--- src/oec_pkg.sv ---
package oec_pkg;

   ////////////////////////////////////////////////////////////////////////////////
   // Timing.
   localparam int CLK_MHZ = 250;
   localparam int SHUTDOWN_MIN_US = 100;
   localparam int PULSE_MIN_US = 100;
   localparam int TRIG_OFF_MAX_MS = 200;
   localparam int SHUTDOWN_MIN_CYC = SHUTDOWN_MIN_US * CLK_MHZ;
   localparam int PULSE_MIN_CYC = PULSE_MIN_US * CLK_MHZ;
   localparam int TRIG_OFF_MAX_CYC = TRIG_OFF_MAX_MS * 1000 * CLK_MHZ;

   ////////////////////////////////////////////////////////////////////////////////
   // Strap fields and analog limit scaling.
   localparam int STRAP_TRIG_POL_BIT = 4;
   localparam logic [13:0] EXT_LO_MV = 14'h03e8;
   localparam logic [13:0] EXT_HI_MV = 14'h2710;
   localparam logic [15:0] PROT_MAX = 16'hffff;
   localparam logic [15:0] PROT_MIN = 16'h199a;
   localparam logic [15:0] PROT_MIN_BOX = 16'h0148;
   localparam logic [15:0] ZERO_REF = 16'h0000;

   ////////////////////////////////////////////////////////////////////////////////
   // Encodings.
   typedef enum logic [2:0] {
      CTRL_LEVEL = 3'b001,
      CTRL_PULSE_OFF = 3'b010,
      CTRL_TRIG_IGNORED = 3'b100
   } oec_ctrl_type;

   typedef enum logic [2:0] {
      LOAD_ACTIVE = 3'b001,
      LOAD_RESISTIVE = 3'b010,
      LOAD_BATTERY = 3'b100
   } oec_load_type;

   typedef enum logic [2:0] {
      ST_OFF = 3'b001,
      ST_ON = 3'b010,
      ST_SHUTDOWN = 3'b100
   } oec_state_type;

   localparam logic [2:0] CMD_OUTPUT_ON = 3'h1;
   localparam logic [2:0] CMD_OUTPUT_OFF = 3'h2;
   localparam logic [2:0] CMD_CTRL_SET = 3'h3;
   localparam logic [2:0] CMD_SAVE_INTERNAL = 3'h4;
   localparam logic [2:0] CMD_LOAD_SELECT = 3'h5;

   localparam logic [1:0] ARG_CTRL_LEVEL = 2'h0;
   localparam logic [1:0] ARG_CTRL_PULSE_OFF = 2'h1;
   localparam logic [1:0] ARG_CTRL_TRIG_IGNORED = 2'h2;
   localparam logic [1:0] ARG_LOAD_ACTIVE = 2'h0;
   localparam logic [1:0] ARG_LOAD_RESISTIVE = 2'h1;
   localparam logic [1:0] ARG_LOAD_BATTERY = 2'h2;

   typedef struct packed {
      logic valid;
      logic [2:0] code;
      logic [1:0] arg;
   } oec_cmd_type;

   typedef struct packed {
      logic curr_mode;
      logic [15:0] main_ref;
      logic [15:0] protect;
      logic [15:0] limit;
   } oec_setpt_type;

endpackage : oec_pkg

--- src/oec_limit_scale.sv ---
`timescale 1ns/1ps

module oec_limit_scale (
   input wire logic clk_i,
   input wire logic reset_i,
   input wire logic [13:0] mv_i,
   output logic [15:0] prot_o
);

   localparam logic [13:0] SPAN_MV = oec_pkg::EXT_HI_MV - oec_pkg::EXT_LO_MV;
   localparam logic [15:0] SPAN_OUT = oec_pkg::PROT_MAX - oec_pkg::PROT_MIN;

   logic [13:0] clamp_mv;
   logic [29:0] prod;
   logic [15:0] prot_nxt;

   // Inputs outside the span clamp to its ends rather than wrap.
   always_comb begin
      clamp_mv = mv_i;
      if (mv_i < oec_pkg::EXT_LO_MV) begin
         clamp_mv = oec_pkg::EXT_LO_MV;
      end else if (mv_i > oec_pkg::EXT_HI_MV) begin
         clamp_mv = oec_pkg::EXT_HI_MV;
      end
      prod = 30'(clamp_mv - oec_pkg::EXT_LO_MV) * 30'(SPAN_OUT);
      prot_nxt = oec_pkg::PROT_MIN + 16'(prod / 30'(SPAN_MV));
   end

   always_ff @(posedge clk_i) begin
      if (reset_i) begin
         prot_o <= oec_pkg::PROT_MIN;
      end else begin
         prot_o <= prot_nxt;
      end
   end
endmodule : oec_limit_scale

--- src/oec_qualify.sv ---
`timescale 1ns/1ps

module oec_qualify #(
   parameter int CYC = 25000,
   parameter logic RESET_VAL = 1'b0
) (
   input wire logic clk_i,
   input wire logic reset_i,
   input wire logic in_i,
   output logic stable_o,
   output logic rise_o,
   output logic fall_o
);

   localparam int CW = $clog2(CYC + 1);
   localparam logic [CW-1:0] LAST = CW'(CYC - 1);

   logic [CW-1:0] cnt_r, cnt_nxt;
   logic stable_nxt, rise_nxt, fall_nxt;

   // A change is accepted only after CYC consecutive differing samples, so shorter glitches vanish.
   always_comb begin
      cnt_nxt = '0;
      stable_nxt = stable_o;
      rise_nxt = 1'b0;
      fall_nxt = 1'b0;
      if (in_i != stable_o) begin
         if (cnt_r == LAST) begin
            stable_nxt = in_i;
            rise_nxt = in_i;
            fall_nxt = ~in_i;
         end else begin
            cnt_nxt = cnt_r + 1'b1;
         end
      end
   end

   always_ff @(posedge clk_i) begin
      if (reset_i) begin
         cnt_r <= '0;
         stable_o <= RESET_VAL;
         rise_o <= 1'b0;
         fall_o <= 1'b0;
      end else begin
         cnt_r <= cnt_nxt;
         stable_o <= stable_nxt;
         rise_o <= rise_nxt;
         fall_o <= fall_nxt;
      end
   end

endmodule : oec_qualify

--- src/oec_top.sv ---
`timescale 1ns/1ps

// How it works
// - Shutdown held 100 us stops both stages.
// - Shutdown latches until power cycle only.
// - Latched: logic alive, no output, fault red.
// - Open protect loop shuts down when enabled.
// - Default polarity: high or open disables output.
// - Default polarity: low or short enables output.
// - Trigger polarity chosen by power-up switch.
// - Pulse-off mode: 100 us low disables.
// - Pulse-off mode: high level changes nothing.
// - Output-on command enables; pulse mode needs it.
// - Trigger-ignored setting leaves commands in control.
// - Otherwise trigger level overrides host commands.
// - Save command stores control setting; restored.
// - Disabled output applies load-type off settings.
// - Analog limits scale onto the protection channel.
// - Active off: voltage mode, zero, limits max.
// - Active re-enable restores prior settings.
// - Battery off: current mode, calibrated zero.
module oec_top #(
   parameter int SHUTDOWN_QUAL_CYC = oec_pkg::SHUTDOWN_MIN_CYC,
   parameter int TRIG_QUAL_CYC = oec_pkg::PULSE_MIN_CYC
) (
   input wire logic clk_i,
   input wire logic reset_i,
   input wire logic [4:0] power_up_switch_bank_i,
   input wire logic nv_ctrl_valid_i,
   input wire logic [1:0] nv_ctrl_i,
   input wire logic shutdown_i,
   input wire logic chained_protect_loop_i,
   input wire logic cable_disconnect_en_i,
   input wire logic trigger_i,
   input wire oec_pkg::oec_cmd_type cmd_i,
   input wire oec_pkg::oec_setpt_type user_set_i,
   input wire logic [15:0] cal_zero_current_i,
   input wire logic ext_limit_en_i,
   input wire logic [13:0] ext_limit_mv_i,
   output logic output_en_o,
   output logic output_led_o,
   output logic power_stage_en_o,
   output logic power_fault_indicator_o,
   output oec_pkg::oec_setpt_type applied_o,
   output oec_pkg::oec_ctrl_type ctrl_setting_o,
   output oec_pkg::oec_load_type load_type_o,
   output logic nv_save_o,
   output logic [1:0] nv_save_ctrl_o
);

   ////////////////////////////////////////////////////////////////////////////////
   // Helpers.
   function automatic logic f_cmd(input oec_pkg::oec_cmd_type c, input logic [2:0] code);
      f_cmd = c.valid && (c.code == code);
   endfunction : f_cmd

   function automatic oec_pkg::oec_ctrl_type f_ctrl_dec(input logic [1:0] arg);
      case (arg)
         oec_pkg::ARG_CTRL_PULSE_OFF: f_ctrl_dec = oec_pkg::CTRL_PULSE_OFF;
         oec_pkg::ARG_CTRL_TRIG_IGNORED: f_ctrl_dec = oec_pkg::CTRL_TRIG_IGNORED;
         default: f_ctrl_dec = oec_pkg::CTRL_LEVEL;
      endcase
   endfunction : f_ctrl_dec

   function automatic logic [1:0] f_ctrl_enc(input oec_pkg::oec_ctrl_type c);
      case (c)
         oec_pkg::CTRL_PULSE_OFF: f_ctrl_enc = oec_pkg::ARG_CTRL_PULSE_OFF;
         oec_pkg::CTRL_TRIG_IGNORED: f_ctrl_enc = oec_pkg::ARG_CTRL_TRIG_IGNORED;
         default: f_ctrl_enc = oec_pkg::ARG_CTRL_LEVEL;
      endcase
   endfunction : f_ctrl_enc

   ////////////////////////////////////////////////////////////////////////////////
   // Input qualification.
   logic shut_q, loop_lost_q, trig_q, trig_fall;
   logic [15:0] ext_prot;

   oec_qualify #(.CYC(SHUTDOWN_QUAL_CYC), .RESET_VAL(1'b0)) u_shut_q (
      .clk_i(clk_i),
      .reset_i(reset_i),
      .in_i(shutdown_i),
      .stable_o(shut_q),
      .rise_o(),
      .fall_o()
   );

   oec_qualify #(.CYC(SHUTDOWN_QUAL_CYC), .RESET_VAL(1'b0)) u_loop_q (
      .clk_i(clk_i),
      .reset_i(reset_i),
      .in_i(~chained_protect_loop_i),
      .stable_o(loop_lost_q),
      .rise_o(),
      .fall_o()
   );

   // The open-circuit level reads as high, so the trigger rests in its off state under the default polarity.
   oec_qualify #(.CYC(TRIG_QUAL_CYC), .RESET_VAL(1'b1)) u_trig_q (
      .clk_i(clk_i),
      .reset_i(reset_i),
      .in_i(trigger_i),
      .stable_o(trig_q),
      .rise_o(),
      .fall_o(trig_fall)
   );

   oec_limit_scale u_limit (
      .clk_i(clk_i),
      .reset_i(reset_i),
      .mv_i(ext_limit_mv_i),
      .prot_o(ext_prot)
   );

   ////////////////////////////////////////////////////////////////////////////////
   // Enable state.
   oec_pkg::oec_state_type state_r, state_nxt;
   oec_pkg::oec_ctrl_type ctrl_nxt;
   oec_pkg::oec_load_type load_nxt;
   oec_pkg::oec_setpt_type applied_nxt;
   logic boot_r, pol_r, pol_nxt, save_nxt;
   logic [1:0] save_ctrl_nxt;
   logic fault_src, trig_on, on_cmd, off_cmd;

   always_comb begin
      on_cmd = f_cmd(cmd_i, oec_pkg::CMD_OUTPUT_ON);
      off_cmd = f_cmd(cmd_i, oec_pkg::CMD_OUTPUT_OFF);
      fault_src = shut_q || (cable_disconnect_en_i && loop_lost_q);
      trig_on = pol_r ? trig_q : ~trig_q;
      state_nxt = state_r;
      ctrl_nxt = ctrl_setting_o;
      load_nxt = load_type_o;
      pol_nxt = pol_r;
      save_nxt = 1'b0;
      save_ctrl_nxt = nv_save_ctrl_o;
      if (!boot_r) begin
         // Straps and the saved setting are caught on the first edge after reset release.
         pol_nxt = power_up_switch_bank_i[oec_pkg::STRAP_TRIG_POL_BIT];
         ctrl_nxt = nv_ctrl_valid_i ? f_ctrl_dec(nv_ctrl_i) : oec_pkg::CTRL_LEVEL;
      end else begin
         if (f_cmd(cmd_i, oec_pkg::CMD_CTRL_SET)) begin
            ctrl_nxt = f_ctrl_dec(cmd_i.arg);
         end
         if (f_cmd(cmd_i, oec_pkg::CMD_SAVE_INTERNAL)) begin
            save_nxt = 1'b1;
            save_ctrl_nxt = f_ctrl_enc(ctrl_setting_o);
         end
         if (f_cmd(cmd_i, oec_pkg::CMD_LOAD_SELECT)) begin
            case (cmd_i.arg)
               oec_pkg::ARG_LOAD_RESISTIVE: load_nxt = oec_pkg::LOAD_RESISTIVE;
               oec_pkg::ARG_LOAD_BATTERY: load_nxt = oec_pkg::LOAD_BATTERY;
               default: load_nxt = oec_pkg::LOAD_ACTIVE;
            endcase
         end
         case (state_r)
            oec_pkg::ST_SHUTDOWN: begin
               state_nxt = oec_pkg::ST_SHUTDOWN;
            end
            oec_pkg::ST_OFF, oec_pkg::ST_ON: begin
               if (fault_src) begin
                  state_nxt = oec_pkg::ST_SHUTDOWN;
               end else begin
                  case (ctrl_setting_o)
                     oec_pkg::CTRL_PULSE_OFF: begin
                        // A qualified low pulse wins over an on command in the same cycle.
                        if (trig_fall) begin
                           state_nxt = oec_pkg::ST_OFF;
                        end else if (on_cmd) begin
                           state_nxt = oec_pkg::ST_ON;
                        end else if (off_cmd) begin
                           state_nxt = oec_pkg::ST_OFF;
                        end
                     end
                     oec_pkg::CTRL_TRIG_IGNORED: begin
                        if (on_cmd) begin
                           state_nxt = oec_pkg::ST_ON;
                        end else if (off_cmd) begin
                           state_nxt = oec_pkg::ST_OFF;
                        end
                     end
                     default: begin
                        state_nxt = trig_on ? oec_pkg::ST_ON : oec_pkg::ST_OFF;
                     end
                  endcase
               end
            end
            default: state_nxt = oec_pkg::ST_OFF;
         endcase
      end
   end

   ////////////////////////////////////////////////////////////////////////////////
   // Applied setpoints.
   // The stored user settings are never overwritten while off, so re-enable simply reselects them.
   always_comb begin
      applied_nxt = user_set_i;
      if (ext_limit_en_i) begin
         applied_nxt.protect = ext_prot;
      end
      if (state_nxt != oec_pkg::ST_ON) begin
         case (load_nxt)
            oec_pkg::LOAD_BATTERY: begin
               applied_nxt.curr_mode = 1'b1;
               applied_nxt.main_ref = cal_zero_current_i;
               applied_nxt.protect = oec_pkg::PROT_MAX;
               applied_nxt.limit = oec_pkg::PROT_MAX;
            end
            oec_pkg::LOAD_RESISTIVE: begin
               applied_nxt.main_ref = oec_pkg::ZERO_REF;
               applied_nxt.protect = oec_pkg::PROT_MIN_BOX;
               applied_nxt.limit = oec_pkg::PROT_MAX;
            end
            default: begin
               applied_nxt.curr_mode = 1'b0;
               applied_nxt.main_ref = oec_pkg::ZERO_REF;
               applied_nxt.protect = oec_pkg::PROT_MAX;
               applied_nxt.limit = oec_pkg::PROT_MAX;
            end
         endcase
      end
   end

   always_ff @(posedge clk_i) begin
      if (reset_i) begin
         state_r <= oec_pkg::ST_OFF;
         boot_r <= 1'b0;
         pol_r <= 1'b0;
         ctrl_setting_o <= oec_pkg::CTRL_LEVEL;
         load_type_o <= oec_pkg::LOAD_ACTIVE;
         output_en_o <= 1'b0;
         output_led_o <= 1'b0;
         power_stage_en_o <= 1'b0;
         power_fault_indicator_o <= 1'b0;
         applied_o <= '0;
         nv_save_o <= 1'b0;
         nv_save_ctrl_o <= oec_pkg::ARG_CTRL_LEVEL;
      end else begin
         state_r <= state_nxt;
         boot_r <= 1'b1;
         pol_r <= pol_nxt;
         ctrl_setting_o <= ctrl_nxt;
         load_type_o <= load_nxt;
         output_en_o <= (state_nxt == oec_pkg::ST_ON);
         output_led_o <= (state_nxt == oec_pkg::ST_ON);
         power_stage_en_o <= boot_r && (state_nxt != oec_pkg::ST_SHUTDOWN);
         power_fault_indicator_o <= (state_nxt == oec_pkg::ST_SHUTDOWN);
         applied_o <= applied_nxt;
         nv_save_o <= save_nxt;
         nv_save_ctrl_o <= save_ctrl_nxt;
      end
   end

   logic live;
   assign live = boot_r && (state_r != oec_pkg::ST_SHUTDOWN) && !fault_src;
endmodule : oec_top

--- config.mk ---
export PLATFORM = sky130hd
export DESIGN_NAME = oec_top
export DESIGN_NICKNAME = d
export VERILOG_FILES = /design/src/oec_pkg.sv /design/src/oec_limit_scale.sv /design/src/oec_qualify.sv /design/src/oec_top.sv
export SDC_FILE = /design/constraint.sdc
export NUM_CORES = 1
export LEC_CHECK = 0
export ABC_CLOCK_PERIOD_IN_PS = 31700
export BUFFER_PORTS_ARGS = -buffer_cell sky130_fd_sc_hd__buf_4
export CAP_MARGIN = 15
export CORE_MARGIN = 2
export CORE_UTILIZATION = 45
export CTS_CLUSTER_DIAMETER = 50
export DETAILED_ROUTE_END_ITERATION = 8
export HOLD_SLACK_MARGIN = 0.02
export PLACE_DENSITY_LB_ADDON = 0.2
export SYNTH_ARGS = -nofsm -noshare
export SYNTH_HDL_FRONTEND = slang
export SYNTH_HIERARCHICAL = 1
export SYNTH_SLANG_ARGS = --single-unit
--- constraint.sdc ---
create_clock -name clk_i -period 31.7 [get_ports clk_i]
set_input_delay 4.755 -clock clk_i [delete_from_list [all_inputs] [get_ports clk_i]]
set_output_delay 4.755 -clock clk_i [all_outputs]
set_load 0.01 [all_outputs]
==> run metrics, run 1 <==
CTS H-tree lvls 4; grt ovf 0; DRT Wirelength 52100 µm; crit end category register; final-report hold violation count 0; reg2reg end applied_o[36]; Layout Nets 2980; Syn Inst Count 2536; CTS Buffer Depth 2; fraction of layout cells with a size suffix above 1 0.163; # clock sinks 131; Worst-path clk slew 0.06 ns; TNS Setup 0 ns; Hold Path Class register to register; Fill cells 4185; wire per inst 15.9 µm; CP max stage delay 0.56 ns; Worst R2R Path Depth 4; total global-route track usage 0.223; Die Ht 213 µm; CP arrival 30.14 ns; skew final 0.00856 ns; Synth Cell Area 19700 µm²; Initial DRC Count 1376; critical path's slowest cell fa_1; core area 43200 µm²; vias in the first global route 17900; CTS root buf clkbuf_16; Setup-failing EPs final 0; GPL Wtd Cong 0.870; Synth warnings 6; # IOs 162; RSZ-0062 raised after global routing false; HPWL Detailed 41800 µm; Antenna Cells 0; area grow syn2layout 13.1%; antenna violations before repair 1; port buffer count 157; min Tclk post-route 29.87 ns; hold buffer count at cts 0; first-pass GRT wire length 85800 µm; Worst slew margin 0.255; CTS Buf Count 17; Slew Limit Fails 0; status finished, final reports clean; Worst R2R Setup Slack 28.98 ns; syn_area_per_cell 7.76 µm²; die width 213 µm; max-capacitance violation count 0; Setup crit start kind primary input; vias per cell 5.82; worst r2r src boot_r; crit path from ext_limit_mv_i[3]; DR vias 19000; area of the die 45400 µm²; Final ANT Viol Nets 0; CP Class primary input to register; First-pass DRT Iterations 5; later-pin clock latency in the skew report 0.41 ns; Final period util 0.942; critical path required time 31.96 ns; worst slew pin tran 1.11 ns; Max Clock Freq 0.0335 GHz; critical-path maximum fanout 15; FP Rows 76; Residual DRC 0; worst setup path end u_limit/prot_o[15]; CP dominant cell by count inv_1; CTS tree built; largest net degree at the start of global routing 56; Initial Util 0.456
[worst min-delay path by stage]
stage | from | end | slack (ns) | cells after the start
2_1_floorplan | u_trig_q/cnt_r[0] | u_trig_q/cnt_r[0] | 0.42 | 1
3_3_place_gp | u_trig_q/cnt_r[0] | u_trig_q/cnt_r[0] | 0.43 | 1
3_5_place_dp | u_trig_q/cnt_r[0] | u_trig_q/cnt_r[0] | 0.45 | 1
4_1_cts | nv_save_ctrl_o[1] | nv_save_ctrl_o[1] | 0.46 | 2
5_1_grt | u_shut_q/cnt_r[0] | u_shut_q/cnt_r[0] | 0.48 | 1
6_report | u_trig_q/cnt_r[0] | u_trig_q/cnt_r[0] | 0.46 | 1
[area by class of cell]
type	count	area, µm²	share of cell area
clock buffer	20	457	0.0205
clock inverter	12	179	0.00803
inverter	209	790	0.0354
multi-input combinational	2092	15800	0.710
sequential	131	2620	0.118
tap	585	732	0.0329
timing repair buffer	222	1670	0.0750
[critical path: cells and delay by family]
family / cells / cell delay, ns
AND/OR/NAND/NOR: 23 / 5.47
adder cells (fa/ha/maj): 9 / 4.04
XOR/XNOR: 3 / 0.81
buffers and inverters: 13 / 1.79
AO/OA/AOI/OAI: 37 / 11.03
multiplexers: 5 / 2.20
[metrics by stage]
step / setup slack (ns) / instances / instance area (µm²) / utilization / hold slack [ns]
final: 1.83 / 3271 / 22300 / 0.516 / 0.456
after global placement: 1.17 / 3238 / 21600 / 0.499 / 0.432
after global routing: 0.116 / 3271 / 22300 / 0.516 / 0.476
after CTS: 1.30 / 3270 / 22200 / 0.514 / 0.462
after detailed placement: 0.935 / 3238 / 21600 / 0.499 / 0.450
after floorplan: 4.17 / 2539 / 19700 / - / 0.418
[routing by layer]
layer,GRT usage,part of all wire
met1,0.299,0.46
met2,0.393,0.48
met3,0.0169,0.049
met4,0.0462,0.012
met5,0,0
[layout by cell type, fill, tap and decap left out, types with 14 or more instances in the layout]
cell         n
mux2_2      22
nand3_1     65
xor2_1      49
and2_1      28
nor2_1     229
a22o_1      21
nand2_1    221
a21o_1      27
nand4_1     27
a21oi_2     15
inv_1      205
or3_1       23
ha_1       136
mux2i_1     70
xnor2_1    129
a211oi_1    26
o21ai_0    104
o211ai_1    27
o221ai_1    14
fa_1        71
o31ai_1     25
and3_1      26
o21a_1      32
or2_2       22
clkbuf_16   17
o22ai_1     21
dfxtp_1    131
o21ai_1     33
a31oi_1     27
nor3_1      76
a21oi_1    149
nand2b_1    27
buf_4      221
[timing repair]
action                     4_1_cts  5_1_grt
setup endpoints to repair        0        9
buffers inserted                 0        0
gates resized for setup          0       13
[state kept, by name (all words and copies together) (netlist names), 2 cells and up]
signal          cells
ctrl_setting_o      3
u_trig_q/cnt_r     15
state_r             3
u_loop_q/cnt_r     15
applied_o          49
load_type_o         3
u_shut_q/cnt_r     15
u_limit/prot_o     16
nv_save_ctrl_o      2
Power of run 1 is not shown: default switching activity piles up to over one toggle a cycle in this logic, so the estimate is an artifact.
==> run 2: changes to the inputs <==
==> constraint.sdc (replaced) <==
create_clock -name clk_i -period 31.7 [get_ports clk_i]
set_input_delay 3.17 -clock clk_i [delete_from_list [all_inputs] [get_ports clk_i]]
set_output_delay 3.17 -clock clk_i [all_outputs]
set_load 0.01 [all_outputs]
==> run metrics, run 2 (synthesis gave the netlist of run 1 again) <==
status finished, final reports clean; critical-path maximum fanout 15 (unchanged); max-capacitance violation count 0 (unchanged); Final period util 0.926 (-0.0163); CTS root buf clkbuf_16; core area 43200 µm² (unchanged); hold buffer count at cts 0 (unchanged); Fill cells 4273 (+2.1%); CP arrival 29.63 ns (-0.51 ns); Setup crit start kind primary input; crit end category register; first-pass GRT wire length 84000 µm (-2.1%); DR vias 18900 (-0.82%); later-pin clock latency in the skew report 0.42 ns (about the same); total global-route track usage 0.219 (-0.00408); Final ANT Viol Nets 0 (unchanged); worst slew pin tran 1.05 ns (-0.0647 ns); commonest non-fill, non-tap cell in the layout nor2_1; GPL Wtd Cong 0.883 (+1.4%); CTS Buf Count 17 (unchanged); largest registers applied_o x49, u_limit/prot_o x16; Initial DRC Count 1263 (-8.2%); critical path's slowest cell xnor2_1; highest-count cells in the layout ignoring fill and taps 229 x nor2_1, 222 x nand2_1, 205 x inv_1; Worst slew margin 0.297 (+0.0419); CTS tree built; largest net degree at the start of global routing 56 (unchanged); max FFs per register 49 (unchanged); Max Clock Freq 0.0341 GHz (+1.8%); min Tclk post-route 29.36 ns (-0.517 ns); area of the die 45400 µm² (unchanged); Setup-failing EPs final 0 (unchanged); RSZ-0062 raised after global routing false; vias in the first global route 17400 (-2.7%); CTS Buffer Depth 2 (unchanged); Slew Limit Fails 0 (unchanged); postcts setup bufs 0 (unchanged); CP max stage delay 0.73 ns (+0.17 ns); HPWL Detailed 41300 µm (-1.1%); # clock sinks 131 (unchanged); Layout Nets 2963 (-0.57%); Residual DRC 0 (unchanged); Die Ht 213 µm (unchanged); CTS H-tree lvls 4 (unchanged); die width 213 µm (unchanged); DRT Wirelength 51900 µm (-0.38%); PostCTS Resize Cnt 0 (unchanged); vias per cell 5.80 (-0.33%); Initial Util 0.456 (unchanged); skew final 0.00803 ns (-0.000530 ns); wire per inst 15.9 µm (+0.11%); critical path required time 31.97 ns (about the same); largest register by flop count applied_o; antenna violations before repair 0 (-1); # IOs 162 (unchanged); area grow syn2layout 12.1%; FP Rows 76 (unchanged); fraction of layout cells with a size suffix above 1 0.154 (-0.00945); CP Class primary input to register; Worst-path clk slew 0.06 ns (about the same); First-pass DRT Iterations 7 (+2); grt ovf 0 (unchanged); Hold Path Class register to register; final-report hold violation count 0 (unchanged); TNS Setup 0 ns (unchanged); port buffer count 157 (unchanged)
[run 2: final cells by class]
type                       count  area [µm²]  share of cell area
antenna                        1        2.50            0.000113
clock buffer                  21         470              0.0213
clock inverter                11         151             0.00686
inverter                     209         790              0.0358
multi-input combinational   2093       15800               0.715
sequential                   131        2620               0.119
tap                          585         732              0.0332
timing repair buffer         204        1530              0.0694
[run 2: critical path: cells and delay by family]
| kind | cells | cell delay, ns |
|---|---|---|
| mux | 3 | 1.13 |
| compound gates | 38 | 12.65 |
| xor+xnor | 3 | 1.39 |
| simple gates | 24 | 5.60 |
| buf+inv | 12 | 1.48 |
| fa+ha+maj | 9 | 4.16 |
[run 2: path summary, 6_finish.rpt]
check	depth (start not counted)	start	slack [ns]	to
max	89	ext_limit_mv_i[4]	2.34	u_limit/prot_o[13]
min	1	u_trig_q/cnt_r[0]	0.45	u_trig_q/cnt_r[0]
max reg2reg	4	boot_r	28.98	applied_o[36]
min reg2reg	1	u_trig_q/cnt_r[0]	0.45	u_trig_q/cnt_r[0]
[run 2: per-stage QoR]
step,cells,util,instance area [µm²],hold slack (ns),setup WS [ns]
2_1_floorplan,2539,-,19700,0.418,5.76
6_report,3255,0.511,22100,0.449,2.34
5_1_grt,3254,0.511,22100,0.468,0.238
3_5_place_dp,3219,0.496,21400,0.440,1.81
3_3_place_gp,3219,0.496,21400,0.431,2.18
4_1_cts,3251,0.511,22000,0.454,2.17
[run 2: layer usage]
metal | share of wire | GRT usage | vias up
met5 | 0 | 0 | -
met4 | 0.013 | 0.0479 | 0
met3 | 0.050 | 0.0184 | 46
met2 | 0.48 | 0.387 | 537
met1 | 0.46 | 0.290 | 8865
li1 | - | - | 9444
Power of run 2 is left out for the same reason.
